**src/rtl/sece_pkg.sv**
```systemverilog
// Shared constants and types of the serial EEPROM command engine
package sece_pkg;
	localparam int          CLK_PERIOD_NS = 20;
	localparam int          T_WR_NS       = 5000000;
	localparam int          WR_CYCLES_DEF = T_WR_NS / CLK_PERIOD_NS;
	localparam logic [2:0]  TYPE_HI       = 3'h5;
	localparam int          TYPE_SEL_BIT  = 4;
	localparam int          RW_BIT        = 0;
	localparam logic [1:0]  AREA_ID       = 2'h0;
	localparam logic [1:0]  AREA_SN       = 2'h2;
	localparam int          LOCK_SEL_BIT  = 6;
	localparam int          LOCK_DATA_BIT = 1;
	localparam int          PAGE_BYTES    = 16;
	localparam int          MEM_BYTES     = 256;
	localparam logic [7:0]  UNDEF_BYTE    = 8'hff;
	localparam logic [3:0]  BITS_PER_BYTE = 4'h8;
	localparam logic [127:0] SERIAL_DEF   = 128'h0123_4567_89ab_cdef_fedc_ba98_7654_3210;

	typedef enum logic [8:0] {
		S_IDLE    = 9'h001,
		S_DEV     = 9'h002,
		S_DEV_ACK = 9'h004,
		S_WA      = 9'h008,
		S_WA_ACK  = 9'h010,
		S_WD      = 9'h020,
		S_WD_ACK  = 9'h040,
		S_RD      = 9'h080,
		S_RD_ACK  = 9'h100
	} sece_state_t;
endpackage

```
**src/rtl/sece_line_if.sv**
```systemverilog
// Conditioned bus events passed from the line conditioner to the engine
`timescale 1ns/10ps
`default_nettype none
interface sece_line_if;
	logic       scl_rise;
	logic       scl_fall;
	logic       start;
	logic       stop;
	logic       sda;
	logic       wc;
	logic [2:0] cs;
	modport src (output scl_rise, scl_fall, start, stop, sda, wc, cs);
	modport dst (input scl_rise, scl_fall, start, stop, sda, wc, cs);
endinterface
`default_nettype wire

```
**src/rtl/sece_engine.sv**
```systemverilog
// Two-wire serial EEPROM command engine: page write, ID page, lock, reads, serial number
// Notes on behaviour
// - Acknowledge every page write data byte except to the ID page or serial area once locked
// - Data bytes increment only low address nibble
// - Page write wraps within same page
// - Address not acknowledged during write cycle
// - Locked ID page: data not acknowledged, unchanged
// - Lock command makes ID page read-only
// - Address bit zero high means read
// - Pointer holds last address plus one
// - Array reads wrap from top to address zero
// - Current read returns byte at pointer
// - Acknowledged read byte advances to next
// - Lock probe: ID page data byte acknowledged only while unlocked
// - Serial area needs prefix 10, else undefined
// - Serial reads wrap after sixteen bytes
// - Device address: type, chip select, direction
// - Stop after write starts timed programming
// - Write control high blocks array programming
`timescale 1ns/10ps
`default_nettype none
module sece_engine
	import sece_pkg::*;
#(
	parameter int             WR_CYCLES  = WR_CYCLES_DEF,
	parameter logic [127:0]   SERIAL_NUM = SERIAL_DEF
) (
	input  wire logic       sys_clk_i,
	input  wire logic       arst_n_i,
	input  wire logic       scl_i,
	input  wire logic       sda_i,
	input  wire logic       write_control_input_i,
	input  wire logic       chip_select_bit_high_i,
	input  wire logic       chip_select_bit_mid_i,
	input  wire logic       chip_select_bit_low_i,
	output var  logic       sda_o,
	output var  logic       sda_oe_o,
	output var  logic       busy_o,
	output var  logic       id_locked_o
);
	localparam int TW = $clog2(WR_CYCLES + 1);
	localparam logic [TW-1:0] TMR_LAST = TW'(WR_CYCLES - 1);

	// Refuse a write cycle length that the timer cannot count
	if (WR_CYCLES < 1) begin : g_bad_cycles
		$error("WR_CYCLES must be at least one");
	end

	typedef struct packed {
		sece_state_t                       st;
		logic [3:0]                        cnt;
		logic [7:0]                        sh;
		logic                              rd;
		logic                              xtra;
		logic                              mack;
		logic                              sda_oe;
		logic [7:0]                        ptr;
		logic [7:0]                        wa;
		logic [PAGE_BYTES-1:0][7:0]        pbuf;
		logic [PAGE_BYTES-1:0]             pmask;
		logic                              lock_req;
		logic                              lock;
		logic                              busy;
		logic [TW-1:0]                     tmr;
		logic [MEM_BYTES-1:0][7:0]         mem;
		logic [PAGE_BYTES-1:0][7:0]        idm;
	} sece_core_t;

	sece_core_t s_r;
	sece_core_t s_nxt;
	logic [7:0] cur_byte;
	logic       wbyte;
	logic       dev_match;
	logic       id_blocked;

	sece_line_if line ();

	sece_line_cond u_cond (
		.sys_clk_i (sys_clk_i),
		.arst_n_i  (arst_n_i),
		.scl_i     (scl_i),
		.sda_i     (sda_i),
		.wc_i      (write_control_input_i),
		.cs_i      ({chip_select_bit_high_i, chip_select_bit_mid_i, chip_select_bit_low_i}),
		.line      (line.src)
	);

	function automatic logic [7:0] sece_inc(input logic [7:0] p, input logic x);
		// Extra areas wrap inside their sixteen bytes, the array wraps at its top
		return x ? {p[7:4], p[3:0] + 4'h1} : p + 8'h1;
	endfunction

	always_comb begin
		cur_byte = UNDEF_BYTE;
		if (!s_r.xtra) begin
			cur_byte = s_r.mem[s_r.ptr];
		end else if (s_r.ptr[7:6] == AREA_ID) begin
			cur_byte = s_r.idm[s_r.ptr[3:0]];
		end else if (s_r.ptr[7:6] == AREA_SN) begin
			cur_byte = SERIAL_NUM[8*(15-int'(s_r.ptr[3:0])) +: 8];
		end
	end

	assign dev_match  = (s_r.sh[7:5] == TYPE_HI) && (s_r.sh[3:1] == line.cs);
	assign id_blocked = s_r.xtra && !s_r.wa[LOCK_SEL_BIT] && s_r.lock;
	assign wbyte      = s_r.st == S_WD && line.scl_fall && !line.start && !line.stop
		&& s_r.cnt == BITS_PER_BYTE && !id_blocked && !(s_r.xtra && s_r.wa[LOCK_SEL_BIT]);

	always_comb begin
		s_nxt = s_r;
		if (s_r.busy) begin
			if (s_r.tmr == TMR_LAST) begin
				s_nxt.busy = 1'b0;
				s_nxt.tmr  = '0;
			end else begin
				s_nxt.tmr = s_r.tmr + 1'b1;
			end
		end
		if (line.start) begin
			s_nxt.st     = S_DEV;
			s_nxt.cnt    = 4'h0;
			s_nxt.sda_oe = 1'b0;
		end else if (line.stop) begin
			s_nxt.st     = S_IDLE;
			s_nxt.sda_oe = 1'b0;
			if (!s_r.busy && !s_r.rd && (s_r.st == S_WD || s_r.st == S_WD_ACK)) begin
				if (s_r.xtra && s_r.wa[LOCK_SEL_BIT]) begin
					if (s_r.lock_req) begin
						s_nxt.lock = 1'b1;
						s_nxt.busy = 1'b1;
					end
				end else if (s_r.xtra) begin
					if (s_r.wa[7:6] == AREA_ID && !s_r.lock && |s_r.pmask) begin
						for (int i = 0; i < PAGE_BYTES; i++) begin
							if (s_r.pmask[i]) begin
								s_nxt.idm[i] = s_r.pbuf[i];
							end
						end
						s_nxt.busy = 1'b1;
					end
				end else if (!line.wc && |s_r.pmask) begin
					for (int i = 0; i < PAGE_BYTES; i++) begin
						if (s_r.pmask[i]) begin
							s_nxt.mem[{s_r.wa[7:4], 4'(i)}] = s_r.pbuf[i];
						end
					end
					s_nxt.busy = 1'b1;
				end
			end
		end else if (line.scl_rise) begin
			case (s_r.st)
				S_DEV, S_WA, S_WD: begin
					s_nxt.sh  = {s_r.sh[6:0], line.sda};
					s_nxt.cnt = s_r.cnt + 4'h1;
				end
				S_RD_ACK: s_nxt.mack = ~line.sda;
				default: ;
			endcase
		end else if (line.scl_fall) begin
			case (s_r.st)
				S_DEV: begin
					if (s_r.cnt == BITS_PER_BYTE) begin
						s_nxt.xtra   = s_r.sh[TYPE_SEL_BIT];
						s_nxt.rd     = s_r.sh[RW_BIT];
						s_nxt.sda_oe = dev_match && !s_r.busy;
						s_nxt.st     = (dev_match && !s_r.busy) ? S_DEV_ACK : S_IDLE;
						if (!s_r.sh[RW_BIT]) begin
							s_nxt.pmask    = '0;
							s_nxt.lock_req = 1'b0;
						end
					end
				end
				S_DEV_ACK: begin
					if (s_r.rd) begin
						s_nxt.st     = S_RD;
						s_nxt.sh     = cur_byte;
						s_nxt.sda_oe = ~cur_byte[7];
						s_nxt.cnt    = 4'h1;
					end else begin
						s_nxt.st     = S_WA;
						s_nxt.sda_oe = 1'b0;
						s_nxt.cnt    = 4'h0;
					end
				end
				S_WA: begin
					if (s_r.cnt == BITS_PER_BYTE) begin
						s_nxt.wa     = s_r.sh;
						s_nxt.ptr    = s_r.sh;
						s_nxt.st     = S_WA_ACK;
						s_nxt.sda_oe = 1'b1;
					end
				end
				S_WA_ACK, S_WD_ACK: begin
					s_nxt.st     = S_WD;
					s_nxt.sda_oe = 1'b0;
					s_nxt.cnt    = 4'h0;
				end
				S_WD: begin
					if (s_r.cnt == BITS_PER_BYTE) begin
						s_nxt.st     = S_WD_ACK;
						s_nxt.sda_oe = !id_blocked;
						if (s_r.xtra && s_r.wa[LOCK_SEL_BIT]) begin
							if (!s_r.lock_req) begin
								s_nxt.lock_req = s_r.sh[LOCK_DATA_BIT];
							end
						end else if (!id_blocked) begin
							s_nxt.pbuf[s_r.ptr[3:0]]  = s_r.sh;
							s_nxt.pmask[s_r.ptr[3:0]] = 1'b1;
							s_nxt.ptr = {s_r.ptr[7:4], s_r.ptr[3:0] + 4'h1};
						end
					end
				end
				S_RD: begin
					if (s_r.cnt == BITS_PER_BYTE) begin
						s_nxt.st     = S_RD_ACK;
						s_nxt.sda_oe = 1'b0;
						s_nxt.ptr    = sece_inc(s_r.ptr, s_r.xtra);
					end else begin
						s_nxt.sh     = {s_r.sh[6:0], 1'b0};
						s_nxt.sda_oe = ~s_r.sh[6];
						s_nxt.cnt    = s_r.cnt + 4'h1;
					end
				end
				S_RD_ACK: begin
					if (s_r.mack) begin
						s_nxt.st     = S_RD;
						s_nxt.sh     = cur_byte;
						s_nxt.sda_oe = ~cur_byte[7];
						s_nxt.cnt    = 4'h1;
					end else begin
						s_nxt.st = S_IDLE;
					end
				end
				default: s_nxt.st = S_IDLE;
			endcase
		end
	end

	always_ff @(posedge sys_clk_i or negedge arst_n_i) begin
		if (!arst_n_i) begin
			s_r    <= '0;
			s_r.st <= S_IDLE;
		end else begin
			s_r <= s_nxt;
		end
	end

	assign sda_o       = 1'b0;
	assign sda_oe_o    = s_r.sda_oe;
	assign busy_o      = s_r.busy;
	assign id_locked_o = s_r.lock;
endmodule // sece_engine
`default_nettype wire

```
**src/rtl/sece_line_cond.sv**
```systemverilog
// Pin synchronisers and start, stop and clock edge detection
`timescale 1ns/10ps
`default_nettype none
module sece_line_cond
	import sece_pkg::*;
(
	input  wire logic       sys_clk_i,
	input  wire logic       arst_n_i,
	input  wire logic       scl_i,
	input  wire logic       sda_i,
	input  wire logic       wc_i,
	input  wire logic [2:0] cs_i,
	sece_line_if.src        line
);
	typedef struct packed {
		logic       scl_a;
		logic       scl_b;
		logic       scl_c;
		logic       sda_a;
		logic       sda_b;
		logic       sda_c;
		logic       wc_a;
		logic       wc_b;
		logic [2:0] cs_a;
		logic [2:0] cs_b;
	} sece_sync_t;

	sece_sync_t r_r;
	sece_sync_t r_nxt;

	always_comb begin
		r_nxt       = r_r;
		r_nxt.scl_a = scl_i;
		r_nxt.scl_b = r_r.scl_a;
		r_nxt.scl_c = r_r.scl_b;
		r_nxt.sda_a = sda_i;
		r_nxt.sda_b = r_r.sda_a;
		r_nxt.sda_c = r_r.sda_b;
		r_nxt.wc_a  = wc_i;
		r_nxt.wc_b  = r_r.wc_a;
		r_nxt.cs_a  = cs_i;
		r_nxt.cs_b  = r_r.cs_a;
	end

	always_ff @(posedge sys_clk_i or negedge arst_n_i) begin
		if (!arst_n_i) begin
			r_r <= '{scl_a: 1'b1, scl_b: 1'b1, scl_c: 1'b1, sda_a: 1'b1, sda_b: 1'b1, sda_c: 1'b1,
				wc_a: 1'b1, wc_b: 1'b1, cs_a: 3'h0, cs_b: 3'h0};
		end else begin
			r_r <= r_nxt;
		end
	end

	assign line.scl_rise = r_r.scl_b & ~r_r.scl_c;
	assign line.scl_fall = ~r_r.scl_b & r_r.scl_c;
	assign line.start    = r_r.scl_b & r_r.scl_c & r_r.sda_c & ~r_r.sda_b;
	assign line.stop     = r_r.scl_b & r_r.scl_c & ~r_r.sda_c & r_r.sda_b;
	assign line.sda      = r_r.sda_b;
	assign line.wc       = r_r.wc_b;
	assign line.cs       = r_r.cs_b;
endmodule // sece_line_cond
`default_nettype wire

```
**config.mk**
```make
export PLATFORM = sky130hd
export DESIGN_NAME = sece_engine
export DESIGN_NICKNAME = d
export VERILOG_FILES = /design/src/rtl/sece_pkg.sv /design/src/rtl/sece_line_if.sv /design/src/rtl/sece_engine.sv /design/src/rtl/sece_line_cond.sv
export SDC_FILE = /design/constraint.sdc
export NUM_CORES = 2
export LEC_CHECK = 0
export BUFFER_PORTS_ARGS = -buffer_cell sky130_fd_sc_hd__buf_4
export CORE_MARGIN = 2
export CORE_UTILIZATION = 55
export CTS_BUF_LIST = sky130_fd_sc_hd__clkbuf_8
export DETAILED_ROUTE_END_ITERATION = 12
export PLACE_DENSITY = 0.73
export SLEW_MARGIN = 40
export SYNTH_ARGS = -nofsm -noshare
export SYNTH_HDL_FRONTEND = slang
export SYNTH_SLANG_ARGS = --single-unit
```
**constraint.sdc**
```tcl
create_clock -name sys_clk_i -period 3.15 [get_ports sys_clk_i]
set_clock_uncertainty 0.05 [all_clocks]
set_input_delay 0 -clock sys_clk_i [delete_from_list [all_inputs] [get_ports sys_clk_i]]
set_output_delay 0 -clock sys_clk_i [all_outputs]
set_load 0.01 [all_outputs]
```
==> results_dict.tcl <==
set metrics [dict create \
    status "finished with violations" \
    violations "negative setup slack" \
    clkLatencyLatePin_ns 1.15 \
    path_clk_slew_ns 0.06 \
    drive_above_1_share_pct 55.8 \
    async_flop_share_pct 100 \
    numCtsBuffers 407 \
    fp.dieW_um 449 \
    routed.top_layer "met5" \
    wl_met1_mm 164 \
    hold_path.class "in -> async" \
    synth_xor_area_share_pct 0.0964 \
    setup_slack_ns -0.383 \
    max_freq_ghz 0.283 \
    syn_inst 6951 \
    synth_top_area_share_pct 54.7 \
    synth_edf_count 0 \
    viasPerCell 6.78 \
    total_power_mw 61.7 \
    drtAntennaViolNets 0 \
    cts_buffer_depth 4 \
    synth_top_area_cell "dfrtp_1" \
    critPathKind "reg -> reg" \
    path_common_cell "buf_12" \
    cp_slowest_stage_delay_ns 0.60 \
    endpoint_kind "register" \
    finalWirelength_mm 460 \
    routabilityCongestion 1.11 \
    reg2reg_from "s_r[2349]" \
    grt_usage_pct 45.7 \
    portBuffers 10 \
    path_cells "buf_16 > buf_12 > buf_12 > buf_12 > mux4_2 > a22oi_2 > buf_4 > nand3_2 > nand3_2 > a21oi_2 > or4_4 > a21o_1" \
    syn_area_per_cell_um2 15.7 \
    pin_count 12 \
    vias 74200 \
    finalCritPeriodShare_pct 112 \
    cts-root-buf "clkbuf_8" \
    synth-adder-area-share_pct 0.161 \
    worst_slew_pin_slew_ns 0.972 \
    maxCapViolations 0 \
    setup_violations 9 \
    reg2reg_depth 12 \
    r2r_end "s_r[2368]" \
    arrival_ns 4.52 \
    final_cell_mix "2,350 x dfrtp_1, 2,150 x mux2_2, 785 x buf_4, 583 x mux4_2, 531 x clkbuf_8" \
    grt_pass1_vias 74500 \
    antenna_found_initial 111 \
    worst_ir_drop_vdd_mv 0.519 \
    required_ns 4.14 \
    start_util_pct 55.3 \
    wl_per_cell_um 42.0 \
    synth.area.top_cells "dfrtp_1 55%, mux2_2 22%, mux4_2 12%" \
    rrSetupSlack_ns -0.38 \
    rsz0062_at_grt "yes" \
    fin_crit_ns 3.53 \
    finalMaxSlewViolations 0 \
    fillers 14100 \
    drcViolationCount 0 \
    synth-seq-area-share_pct 54.9 \
    final_common_cell "dfrtp_1" \
    synth-simple-area-share_pct 3.65 \
    p_leak_nw 64.7 \
    grt_pass1_wl_mm 627 \
    wl_met3_mm 47.8 \
    cts_tree "built" \
    hold_viol 0 \
    synth.area.mux_share_pct 36.7 \
    overflow 0 \
    synth.distinct_cells 91 \
    die_h_um 449 \
    synth-compound-area-share_pct 2.49 \
    synth-seq-cells 2392 \
    nets 7976 \
    path_max_fanout 7 \
    syn_area_mm2 0.109 \
    grt_max_degree 134 \
    firstDrtPassIters 5 \
    critical-path-slowest-cell "or4_4" \
    final_util_pct 65.8 \
    design.die.area_mm2 0.202 \
    cts_max_level 5 \
    numClockSinks 2392 \
    slew_headroom_pct 35.2 \
    wl_met2_mm 204 \
    syn_nets 6973 \
    synth_warnings 0 \
    num_rows 163 \
    startpoint_type "register" \
    synth_top_family_by_area "multiplexers" \
    drt_iter0_markers 8754 \
    area_delta_synth_final_pct 19.0 \
    powerDensity_mw_per_mm2 476 \
    dp_hpwl_mm 328 \
    core_mm2 0.197 \
    synthFlopType "dfrtp_1" \
]
[repair_timing]
item                        CTS  global route
hold buffers                 22             0
buffers inserted             35            49
setup endpoints to repair    21           293
resized for setup            95            95
pin swaps                    31            26
hold endpoints to repair   2398             0
gates cloned                  3             1
[cell families (layout without fill, tap and decap cells)]
group,Yosys count,in the layout
and+or+nand+nor,715,715
muxes,2983,2983
adders and majority gates,14,14
other,1,39
xor gates and xnor gates,12,12
buffers and inverters,443,1759
AOI/OAI and AO/OA,391,391
DFF,2392,2392
[metal layers]
layer | track usage [%] | up-vias
li1 | - | 28300
met1 | 56.1 | 39800
met2 | 67.9 | 4537
met3 | 14.3 | 1437
met4 | 34.7 | 64
met5 | 0 | -
[where the power goes]
part / internal, mW / total, mW / leakage [nW] / switching, mW
Combinational: 0.281 / 1.71 / 26.5 / 1.43
Clock: 16.1 / 29.1 / 4.87 / 13.0
Sequential: 30.8 / 30.9 / 33.3 / 0.0714
[worst max path at each step]
| stage | startpoint | to | slack (ns) | depth (start not counted) |
|---|---|---|---|---|
| 3_5_place_dp | s_r[2349] | s_r[2363] | -0.75 | 12 |
| 4_1_cts | s_r[2349] | s_r[2368] | -0.33 | 12 |
| 6_report | s_r[2349] | s_r[2368] | -0.38 | 12 |
| 5_1_grt | s_r[2349] | s_r[2361] | -0.37 | 10 |
| 2_1_floorplan | s_r[2351] | s_r[2213] | 0.11 | 9 |
| 3_3_place_gp | s_r[2349] | s_r[2363] | -0.73 | 12 |
[per-stage QoR]
stage	hold WS [ns]	cells	TNS, ns	cell area (um^2)	worst slack [ns]
2_1_floorplan	-0.346	6951	0	109000	0.108
3_3_place_gp	0.0580	10100	-24.23	119000	-0.732
3_5_place_dp	0.0597	10100	-4.25	119000	-0.750
4_1_cts	0.230	10900	-2.40	129000	-0.329
5_1_grt	0.300	10900	-3.01	130000	-0.366
6_report	0.298	10900	-2.79	130000	-0.383
[worst max-delay path: cells and delay by family (launching register included)]
family          cells  cell delay (ns)
simple gates        3             0.80
flops               1             0.48
compound gates      3             0.65
mux                 1             0.57
buf+inv             5             0.84
[registers in the layout (all words and copies together) (netlist names)]
name and flops:
u_cond.r_nxt 7, s_r 2375, u_cond.r_r 2, sda_oe_o 1
u_cond.line.wc 1, u_cond.line.cs 3, busy_o 1, id_locked_o 1
u_cond.line.sda 1
[cell usage after synthesis (10+ instances only)]
master / count
a21oi_1: 60
a221oi_1: 14
a22oi_1: 65
a31oi_1: 30
and2_1: 26
buf_1: 34
buf_2: 78
buf_4: 40
buf_6: 16
clkbuf_1: 243
dfrtp_1: 2383
ha_1: 14
inv_1: 19
mux2_1: 158
mux2_2: 2151
mux2i_1: 91
mux4_2: 583
nand2_1: 304
nand2_4: 99
nand2b_1: 21
nand3_1: 52
nand4_1: 11
nor2_1: 85
nor2b_1: 18
nor3_1: 31
nor4_1: 19
o211ai_1: 10
o21ai_0: 76
o221ai_1: 13
o22ai_1: 29
o31ai_1: 11
[area by class of cell]
type	instances	area, um^2	area share [%]
multi-input cells	4116	47700	36.8
flip-flops and latches	2392	59900	46.2
clock buffers	531	7310	5.64
inverters	23	93.8	0.0724
diodes	38	95.1	0.0733
clock inverters	191	1140	0.881
well taps	2640	3300	2.55
repair buffers	1014	10100	7.80
Note: power is estimated with default switching activity, not from simulation.
